<file path="src/gtb_cfg.svh">
// Constants for the general timer block: register offsets, field positions, reset values, timing.
// Assumes a 32-bit Avalon-MM slave with word addresses given as byte offsets.
`ifndef GTB_CFG_SVH
`define GTB_CFG_SVH

// ==========================================================
// Register byte offsets
`define GTB_OFF_CFG      8'h00
`define GTB_OFF_AMODE    8'h04
`define GTB_OFF_BMODE    8'h08
`define GTB_OFF_CTL      8'h0C
`define GTB_OFF_IMR      8'h18
`define GTB_OFF_RIS      8'h1C
`define GTB_OFF_MIS      8'h20
`define GTB_OFF_ICR      8'h24
`define GTB_OFF_AILR     8'h28
`define GTB_OFF_BILR     8'h2C
`define GTB_OFF_AMATCH   8'h30
`define GTB_OFF_APRE     8'h38
`define GTB_OFF_BPRE     8'h3C
`define GTB_OFF_AVAL     8'h48
`define GTB_OFF_BVAL     8'h4C
`define GTB_OFF_DBG      8'h50

// ==========================================================
// Field positions
`define GTB_CTL_AEN      0
`define GTB_CTL_ASTALL   1
`define GTB_CTL_CLOCK_MODE_ENABLE_BIT    4
`define GTB_CTL_AOTE     5
`define GTB_CTL_BSTALL   9
`define GTB_INT_ATO      0
`define GTB_INT_RTC      3

// ==========================================================
// Reset values and constants
`define GTB_HALF_RST     16'hFFFF
`define GTB_PRE_RST      8'h00
`define GTB_RTC_FIRST    32'h00000001
`define GTB_MODE_ONESHOT 2'h1
`define GTB_MODE_PERIOD  2'h2
`define GTB_CFG_32       3'h0
`define GTB_CFG_RTC      3'h1
`define GTB_RTC_IN_HZ    32768
`define GTB_RTC_OUT_HZ   1
`define GTB_RTC_DIV      (`GTB_RTC_IN_HZ / `GTB_RTC_OUT_HZ)

`endif

</file>
<file path="src/gtb_pkg.sv">
// Types shared by the general timer block.
// Assumes gtb_cfg.svh carries the numeric constants.
package gtb_pkg;

  // ==========================================================
  // Operating state of the 32-bit counter
  typedef enum logic [1:0] {
    GTB_IDLE = 2'b00,
    GTB_DOWN = 2'b01,
    GTB_RTC  = 2'b10
  } gtb_state_t;

endpackage : gtb_pkg

</file>
<file path="src/gtb_timer.sv">
// General timer block, 32-bit one-shot/periodic and real-time clock modes.
// Assumes an Avalon-MM master on clk_in and an external 32.768 kHz clock on the even pin.
//
// Added by the designer: the register offsets and the Avalon-MM register port.
`include "gtb_cfg.svh"

module gtb_timer (
  // Clock and reset
  input  wire logic        clk_in,
  input  wire logic        rst_in,
  // Avalon-MM slave
  input  wire logic [7:0]  avs_address_in,
  input  wire logic        avs_read_in,
  input  wire logic        avs_write_in,
  input  wire logic [31:0] avs_writedata_in,
  input  wire logic [3:0]  avs_byteenable_in,
  output logic [31:0]      avs_readdata_out,
  output logic             avs_waitrequest_out,
  // Debug and system
  input  wire logic        cpu_halted_in,
  output logic             timer_irq_out,
  output logic             converter_trigger_out,
  // Even capture pin, used as real-time clock input
  input  wire logic        even_pin_in,
  input  wire logic        even_pin_function_in
);

  // ==========================================================
  // Registers
  logic [2:0]  cfg_r;
  logic [1:0]  amode_r;
  logic [1:0]  bmode_r;
  logic        aen_r;
  logic        astall_r;
  logic        bstall_r;
  logic        clock_mode_enable_bit_r;
  logic        aote_r;
  logic [3:0]  imr_r;
  logic [3:0]  ris_r;
  logic [15:0] ailr_r;
  logic [15:0] bilr_r;
  logic [31:0] amatch_r;
  logic [7:0]  apre_r;
  logic [7:0]  bpre_r;
  logic [15:0] acnt_r;
  logic [15:0] bcnt_r;
  logic        rtc_loaded_r;
  logic        reload_req_r;
  logic        halt_s1_r;
  logic        halt_s2_r;
  logic        pinsel_s1_r;
  logic        pinsel_s2_r;
  gtb_pkg::gtb_state_t state_r;

  logic        wr_go;
  logic        rd_go;
  logic        rtc_tick;
  logic        timeout;
  logic        match;
  logic        frozen;
  logic        wr_ctl;
  logic [31:0] count;
  logic [3:0]  ris_nxt;
  logic [3:0]  icr_mask;

  assign count = {bcnt_r, acnt_r};

  // ==========================================================
  // Bus handshake: one wait cycle per access, then accept
  always_ff @(posedge clk_in) begin
    if (rst_in) begin
      avs_waitrequest_out <= 1'b1;
    end else if ((avs_read_in || avs_write_in) && avs_waitrequest_out) begin
      avs_waitrequest_out <= 1'b0;
    end else begin
      avs_waitrequest_out <= 1'b1;
    end
  end

  assign wr_go  = avs_write_in && !avs_waitrequest_out;
  assign rd_go  = avs_read_in && !avs_waitrequest_out;
  assign wr_ctl = wr_go && avs_address_in == `GTB_OFF_CTL && avs_byteenable_in[0];

  // ==========================================================
  // Debug halt and pin select synchronisers
  always_ff @(posedge clk_in) begin
    if (rst_in) begin
      halt_s1_r   <= 1'b0;
      halt_s2_r   <= 1'b0;
      pinsel_s1_r <= 1'b0;
      pinsel_s2_r <= 1'b0;
    end else begin
      halt_s1_r   <= cpu_halted_in;
      halt_s2_r   <= halt_s1_r;
      pinsel_s1_r <= even_pin_function_in;
      pinsel_s2_r <= pinsel_s1_r;
    end
  end

  // ==========================================================
  // Real-time input: synchronised and divided, only when the pin is selected
  gtb_sync_div u_sync_div (
    .clk_in      (clk_in),
    .rst_in      (rst_in),
    .run_in      (state_r == gtb_pkg::GTB_RTC && pinsel_s2_r),
    .slow_clk_in (even_pin_in),
    .tick_out    (rtc_tick)
  );

  // Stall applies in down mode only; clock mode runs through halt
  assign frozen  = halt_s2_r && astall_r && !clock_mode_enable_bit_r;
  // Enable gates the time-out too, so a stopped one-shot cannot fire again on a zero load
  assign timeout = state_r == gtb_pkg::GTB_DOWN && aen_r && !frozen && count == 32'h00000000;
  assign match   = state_r == gtb_pkg::GTB_RTC && rtc_tick && count == amatch_r;

  // ==========================================================
  // Configuration and mode registers
  always_ff @(posedge clk_in) begin
    if (rst_in) begin
      cfg_r   <= 3'h0;
      amode_r <= 2'h0;
      bmode_r <= 2'h0;
      imr_r   <= 4'h0;
    end else if (wr_go && avs_byteenable_in[0]) begin
      case (avs_address_in)
        `GTB_OFF_CFG:   cfg_r   <= avs_writedata_in[2:0];
        `GTB_OFF_AMODE: amode_r <= avs_writedata_in[1:0];
        `GTB_OFF_BMODE: bmode_r <= avs_writedata_in[1:0];
        `GTB_OFF_IMR:   imr_r   <= avs_writedata_in[3:0];
        default:        ;
      endcase
    end
  end

  // ==========================================================
  // Control register; hardware clears enable at a one-shot time-out
  always_ff @(posedge clk_in) begin
    if (rst_in) begin
      aen_r    <= 1'b0;
      astall_r <= 1'b0;
      bstall_r <= 1'b0;
      clock_mode_enable_bit_r  <= 1'b0;
      aote_r   <= 1'b0;
    end else begin
      if (wr_ctl) begin
        aen_r    <= avs_writedata_in[`GTB_CTL_AEN];
        astall_r <= avs_writedata_in[`GTB_CTL_ASTALL];
        clock_mode_enable_bit_r  <= avs_writedata_in[`GTB_CTL_CLOCK_MODE_ENABLE_BIT];
        aote_r   <= avs_writedata_in[`GTB_CTL_AOTE];
        if (avs_byteenable_in[1]) begin
          bstall_r <= avs_writedata_in[`GTB_CTL_BSTALL];
        end
      end
      if (timeout && amode_r == `GTB_MODE_ONESHOT) begin
        aen_r <= 1'b0;
      end
    end
  end

  // ==========================================================
  // Load, match and prescale registers
  always_ff @(posedge clk_in) begin
    if (rst_in) begin
      ailr_r   <= `GTB_HALF_RST;
      bilr_r   <= `GTB_HALF_RST;
      amatch_r <= 32'hFFFFFFFF;
      apre_r   <= `GTB_PRE_RST;
      bpre_r   <= `GTB_PRE_RST;
    end else if (wr_go) begin
      case (avs_address_in)
        `GTB_OFF_AILR: begin
          ailr_r <= avs_writedata_in[15:0];
          if (cfg_r == `GTB_CFG_32 || cfg_r == `GTB_CFG_RTC) begin
            bilr_r <= avs_writedata_in[31:16];
          end
        end
        `GTB_OFF_BILR:   bilr_r   <= avs_writedata_in[15:0];
        `GTB_OFF_AMATCH: amatch_r <= avs_writedata_in;
        `GTB_OFF_APRE:   apre_r   <= avs_writedata_in[7:0];
        `GTB_OFF_BPRE:   bpre_r   <= avs_writedata_in[7:0];
        default:         ;
      endcase
    end
  end

  // ==========================================================
  // In 32-bit configuration an AILR write reaches the counter on the next cycle, running or not, so enable starts from it
  always_ff @(posedge clk_in) begin
    if (rst_in) begin
      reload_req_r <= 1'b0;
    end else begin
      reload_req_r <= wr_go && avs_address_in == `GTB_OFF_AILR && cfg_r == `GTB_CFG_32;
    end
  end

  // ==========================================================
  // Operating state follows configuration and enable
  always_ff @(posedge clk_in) begin
    if (rst_in) begin
      state_r <= gtb_pkg::GTB_IDLE;
    end else begin
      case (cfg_r)
        `GTB_CFG_32:  state_r <= aen_r ? gtb_pkg::GTB_DOWN : gtb_pkg::GTB_IDLE;
        `GTB_CFG_RTC: state_r <= aen_r ? gtb_pkg::GTB_RTC : gtb_pkg::GTB_IDLE;
        default:      state_r <= gtb_pkg::GTB_IDLE;
      endcase
    end
  end

  // ==========================================================
  // The 32-bit counter formed from both halves
  always_ff @(posedge clk_in) begin
    if (rst_in) begin
      {bcnt_r, acnt_r} <= {`GTB_HALF_RST, `GTB_HALF_RST};
      rtc_loaded_r     <= 1'b0;
    end else begin
      if (cfg_r != `GTB_CFG_RTC) begin
        rtc_loaded_r <= 1'b0;
      end
      if (cfg_r == `GTB_CFG_RTC && !rtc_loaded_r) begin
        {bcnt_r, acnt_r} <= `GTB_RTC_FIRST;
        rtc_loaded_r     <= 1'b1;
      end else if (reload_req_r) begin
        {bcnt_r, acnt_r} <= {bilr_r, ailr_r};
      end else if (timeout) begin
        {bcnt_r, acnt_r} <= {bilr_r, ailr_r};
      end else if (state_r == gtb_pkg::GTB_DOWN && aen_r && !frozen) begin
        {bcnt_r, acnt_r} <= count - 32'h00000001;
      end else if (match) begin
        {bcnt_r, acnt_r} <= 32'h00000000;
      end else if (state_r == gtb_pkg::GTB_RTC && rtc_tick) begin
        {bcnt_r, acnt_r} <= count + 32'h00000001;
      end
    end
  end

  // ==========================================================
  // Raw status: set wins over a same-cycle clear
  always_comb begin
    icr_mask = 4'h0;
    if (wr_go && avs_address_in == `GTB_OFF_ICR) begin
      icr_mask = avs_writedata_in[3:0];
    end
    ris_nxt = ris_r & ~icr_mask;
    if (timeout) begin
      ris_nxt[`GTB_INT_ATO] = 1'b1;
    end
    if (match) begin
      ris_nxt[`GTB_INT_RTC] = 1'b1;
    end
  end

  always_ff @(posedge clk_in) begin
    if (rst_in) begin
      ris_r <= 4'h0;
    end else begin
      ris_r <= ris_nxt;
    end
  end

  // ==========================================================
  // Interrupt and converter trigger outputs
  always_ff @(posedge clk_in) begin
    if (rst_in) begin
      timer_irq_out         <= 1'b0;
      converter_trigger_out <= 1'b0;
    end else begin
      timer_irq_out         <= |(ris_nxt & imr_r);
      converter_trigger_out <= timeout && aote_r;
    end
  end

  // ==========================================================
  // Read data, registered during the wait cycle
  always_ff @(posedge clk_in) begin
    if (rst_in) begin
      avs_readdata_out <= 32'h00000000;
    end else if (avs_read_in && avs_waitrequest_out) begin
      case (avs_address_in)
        `GTB_OFF_CFG:    avs_readdata_out <= {29'h0, cfg_r};
        `GTB_OFF_AMODE:  avs_readdata_out <= {30'h0, amode_r};
        `GTB_OFF_BMODE:  avs_readdata_out <= {30'h0, bmode_r};
        `GTB_OFF_CTL:    avs_readdata_out <= {22'h0, bstall_r, 3'h0, aote_r, clock_mode_enable_bit_r, 2'h0, astall_r, aen_r};
        `GTB_OFF_IMR:    avs_readdata_out <= {28'h0, imr_r};
        `GTB_OFF_RIS:    avs_readdata_out <= {28'h0, ris_r};
        `GTB_OFF_MIS:    avs_readdata_out <= {28'h0, ris_r & imr_r};
        `GTB_OFF_AILR:   avs_readdata_out <= (cfg_r <= `GTB_CFG_RTC) ? {bilr_r, ailr_r} : {16'h0, ailr_r};
        `GTB_OFF_BILR:   avs_readdata_out <= {16'h0, bilr_r};
        `GTB_OFF_AMATCH: avs_readdata_out <= amatch_r;
        `GTB_OFF_APRE:   avs_readdata_out <= {24'h0, apre_r};
        `GTB_OFF_BPRE:   avs_readdata_out <= {24'h0, bpre_r};
        `GTB_OFF_AVAL:   avs_readdata_out <= (cfg_r <= `GTB_CFG_RTC) ? count : {16'h0, acnt_r};
        `GTB_OFF_BVAL:   avs_readdata_out <= {16'h0, bcnt_r};
        `GTB_OFF_DBG:    avs_readdata_out <= {31'h0, pinsel_s2_r};
        default:         avs_readdata_out <= 32'h00000000;
      endcase
    end
  end

  // Unused read qualifier kept for clarity of bus decode
  logic unused_rd;
  assign unused_rd = rd_go;

endmodule : gtb_timer

</file>
<file path="src/gtb_sync_div.sv">
// Synchroniser and divider for the slow real-time input clock.
// Assumes the input is asynchronous and much slower than clk_in.
`include "gtb_cfg.svh"

module gtb_sync_div (
  // Clock and reset
  input  wire logic clk_in,
  input  wire logic rst_in,
  // Control
  input  wire logic run_in,
  // Slow clock and output tick
  input  wire logic slow_clk_in,
  output logic      tick_out
);

  logic        s1_r;
  logic        s2_r;
  logic        s3_r;
  logic [14:0] cnt_r;

  // ==========================================================
  // Two-flop synchroniser, then edge detect on the second stage
  always_ff @(posedge clk_in) begin
    if (rst_in) begin
      s1_r <= 1'b0;
      s2_r <= 1'b0;
      s3_r <= 1'b0;
    end else begin
      s1_r <= slow_clk_in;
      s2_r <= s1_r;
      s3_r <= s2_r;
    end
  end

  // ==========================================================
  // Count rising edges, one tick per full second
  always_ff @(posedge clk_in) begin
    if (rst_in || !run_in) begin
      cnt_r    <= 15'h0000;
      tick_out <= 1'b0;
    end else begin
      tick_out <= 1'b0;
      if (s2_r && !s3_r) begin
        if (cnt_r == 15'(`GTB_RTC_DIV - 1)) begin
          cnt_r    <= 15'h0000;
          tick_out <= 1'b1;
        end else begin
          cnt_r <= cnt_r + 15'h0001;
        end
      end
    end
  end

endmodule : gtb_sync_div

</file>
<file path="config.mk">
export PLATFORM = sky130hd
export DESIGN_NAME = gtb_timer
export DESIGN_NICKNAME = d
export VERILOG_FILES = /design/src/gtb_pkg.sv /design/src/gtb_timer.sv /design/src/gtb_sync_div.sv
export VERILOG_INCLUDE_DIRS = /design/src /design/src/src
export SDC_FILE = /design/constraint.sdc
export NUM_CORES = 1
export LEC_CHECK = 0
export ABC_AREA = 1
export BUFFER_PORTS_ARGS = -buffer_cell sky130_fd_sc_hd__buf_2
export CAP_MARGIN = 15
export CORE_MARGIN = 2
export CORE_UTILIZATION = 45
export DETAILED_ROUTE_END_ITERATION = 12
export PLACE_DENSITY = 0.74
export RECOVER_POWER = 100
export SLEW_MARGIN = 20
export SYNTH_ARGS = -nofsm -noshare
export SYNTH_HDL_FRONTEND = slang
export SYNTH_SLANG_ARGS = --single-unit
</file>
<file path="constraint.sdc">
create_clock -name clk_in -period 5.22 [get_ports clk_in]
set_input_delay 0.522 -clock clk_in [delete_from_list [all_inputs] [get_ports clk_in]]
set_output_delay 0.522 -clock clk_in [all_outputs]
set_load 0.01 [all_outputs]
</file>
==> results.json <==
{
  "slew_viol_final": 64,
  "place.gp.congestion": 0.993,
  "max_freq_mhz": 261,
  "cpMostUsedCell": "nand2_1",
  "r2r_slack_ps": 1380,
  "via_count": 12800,
  "rows": 59,
  "dieArea_mm2": 0.0273,
  "maxSlewHeadroom_pct": -35.3,
  "syn_area_mm2": 0.0117,
  "status": "finished, violations left",
  "grt_max_degree": 66,
  "die_h_um": 165,
  "ys_ff_latch": 194,
  "finalClockSkew_ps": 19.7,
  "crit_path_max_incr_delay_ps": 1170,
  "r2r-start": "cfg_r[1]",
  "synth_cell_types": 37,
  "grt.total_usage_pct": 32.2,
  "clk_latency_ps": 450,
  "rsz0062_at_grt": "false",
  "r2r-end": "acnt_r[7]",
  "hold_class": "in2reg",
  "grt_pass1_vias": 11700,
  "initial_utilization_pct": 45.4,
  "cts_tree": "yes",
  "hpwlAfterDp_mm": 31.7,
  "hold_viol": 0,
  "grt-ovfl-total": 0,
  "cts_hold_buf": 0,
  "clkPwrFrac_pct": 45.9,
  "p_leak_nw": 6.09,
  "drive_above_1_share_pct": 7.28,
  "synth_edf_count": 0,
  "wl_mm": 43.6,
  "p_per_area_mw_per_mm2": 237,
  "worstPathRequired_ps": 5570,
  "clockRootBuffer": "clkbuf_16",
  "cp-end-kind": "flop",
  "critPathLaunch": "cfg_r[1]",
  "core_area_mm2": 0.0258,
  "ys.flop_type": "dfxtp_1",
  "synth-warning-count": 0,
  "post-route-min-period_ps": 3840,
  "fin_hold_ws_ps": 265,
  "die_w_um": 165,
  "worst_pin_slew_ps": 2030,
  "drt_first_pass_iters": 6,
  "grt_pass1_wl_mm": 66.3,
  "pwr-share-seq_pct": 49.7,
  "post_cts_buffers": 0,
  "synthMuxAreaShare_pct": 0,
  "intPower_mw": 2.17,
  "path_clk_slew_ps": 90,
  "h-tree-depth": 4,
  "cts-buffers-inserted": 17,
  "synth_compound_area_share_pct": 15.5,
  "fin_crit_sh_pct": 73.5,
  "async_reset_ff_share_pct": 0,
  "path_max_fanout": 32,
  "path_cells": "nor2_1 -> nand2_1 -> nor2_1 -> clkinv_1 -> nand4_1 -> nand2_1 -> clkinv_1 -> nand2_1",
  "cts_buffer_depth": 2,
  "cts_resized": 0,
  "setup_viol": 0,
  "netlist_instances": 1878,
  "drtIter0Drc": 1500,
  "ir_drop_v": 0.000222,
  "final.setup.tns_ps": 0,
  "io_buffers": 83,
  "ff2ff_path_depth": 8,
  "switchingPower_mw": 0.819,
  "worst_path_max_delay_cell": "nor2_1",
  "final_cell_mix": "622 x nand2_1, 194 x dfxtp_1, 185 x inv_1, 177 x nor2_1, 107 x o21ai_0",
  "worst_setup_path_start_kind": "flop",
  "synth.avg_cell_area_um2": 6.23,
  "clock-sinks": 194,
  "routedWlPerCell_um": 19.4,
  "crit_arrival_ps": 4180,
  "syn-num-nets": 1932,
  "layout_commonest_cell": "nand2_1",
  "syn2layout_area_growth_pct": 7.85,
  "antenna_found_initial": 2,
  "drc": 0,
  "synth_xor_area_share_pct": 2.55,
  "swShare_pct": 27.4,
  "ios": 86,
  "fin_nets": 1950,
  "cp-endpoint": "acnt_r[7]",
  "synth-seq-area-share_pct": 33.2,
  "max-cap-violations": 2,
  "synthAdderAreaFrac_pct": 0.321,
  "synth-simple-area-share_pct": 36.0,
  "via_per_inst": 5.72,
  "synth_top_family_by_area": "simple AND/OR/NAND/NOR gates",
  "violations": "max-capacitance violations, max-slew violations",
  "power_frac_comb_pct": 4.4,
  "critPathKind": "reg2reg",
  "postRouteAntennaNets": 0,
  "power_mw": 2.99
}
-- sequential cells by signal, indices dropped and copies added, names as in the netlist, 4 cells and up --
signal	count
apre_r	8
bilr_r	16
ailr_r	16
avs_readdata_out	32
amatch_r	32
bpre_r	8
imr_r	4
bcnt_r	16
u_sync_div.cnt_r	15
acnt_r	16
ris_r	4
-- routing by layer --
metal / wire length (um) / part of all wire, % / global-route usage [%]
met1: 17400 / 40 / 41.2
met2: 19000 / 43 / 48.9
met3: 4530 / 10 / 7.97
met4: 2690 / 6.2 / 19.8
met5: 13 / 0.030 / 0
-- worst max-delay path: cells and delay by family (launching register included) --
| family | cells | cell delay, ps |
|---|---|---|
| buffers and inverters | 2 | 1010 |
| flip-flops | 1 | 350 |
| AND/OR/NAND/NOR | 6 | 2340 |
-- through the flow --
| step | cell area (um^2) | worst slack, ps | instances | utilization, % |
|---|---|---|---|---|
| after floorplan | 11700 | 3380 | 1878 | - |
| after global placement | 12100 | 2180 | 2212 | 46.9 |
| after detailed placement | 12100 | 2190 | 2212 | 46.9 |
| after CTS | 12700 | 2180 | 2244 | 49.3 |
| after global routing | 12600 | 1210 | 2244 | 48.9 |
| final | 12600 | 1380 | 2245 | 49.0 |
-- cell usage after synthesis, types with 33 or more instances --
library cell,number,area [um^2]
o22ai_1,33,206
nand4_1,56,350
nor2_1,174,653
nand3_1,95,475
nand2_1,621,2330
o21ai_0,106,531
inv_1,187,702
a21oi_1,86,430
dfxtp_1,194,3880
o211ai_1,72,541
clkbuf_1,35,131
-- kinds of logic (layout without fill, tap and decap cells) --
kind of cell / Yosys count / count (layout)
and+or+nand+nor: 1007 / 1007
buffers and inverters: 328 / 359
AOI/OAI and AO/OA: 312 / 312
DFF: 194 / 194
xor gates and xnor gates: 34 / 34
adders and majority gates: 3 / 3
other: 0 / 1
-- worst min path at each step --
stage,start,to,slack (ps),cells after the start
finish,even_pin_in,u_sync_div.s1_r,270,3
global route,cpu_halted_in,halt_s1_r,280,3
CTS,cpu_halted_in,halt_s1_r,270,3
detailed placement,u_sync_div.s1_r,u_sync_div.s2_r,400,2
global placement,u_sync_div.s1_r,u_sync_div.s2_r,390,2
floorplan,halt_s1_r,halt_s2_r,390,2
-- power by group through the flow --
stage | Clock (mW) | Sequential (mW) | Combinational (mW)
global route | 1.43 | 1.49 | 0.140
floorplan | 0 | 1.52 | 0.0671
CTS | 1.37 | 1.49 | 0.129
detailed placement | 0 | 1.52 | 0.128
global placement | 0 | 1.52 | 0.127
finish | 1.37 | 1.49 | 0.131
-- layout make-up --
class / instances / area [um^2]
tap: 335 / 419
sequential: 194 / 3880
antenna: 1 / 2.50
inverter: 224 / 842
clock inverter: 14 / 183
fill: 2653 / 13200
clock buffer: 18 / 429
timing repair buffer: 103 / 505
multi-input combinational: 1356 / 6350
Note: power is estimated with default switching activity, not from simulation.
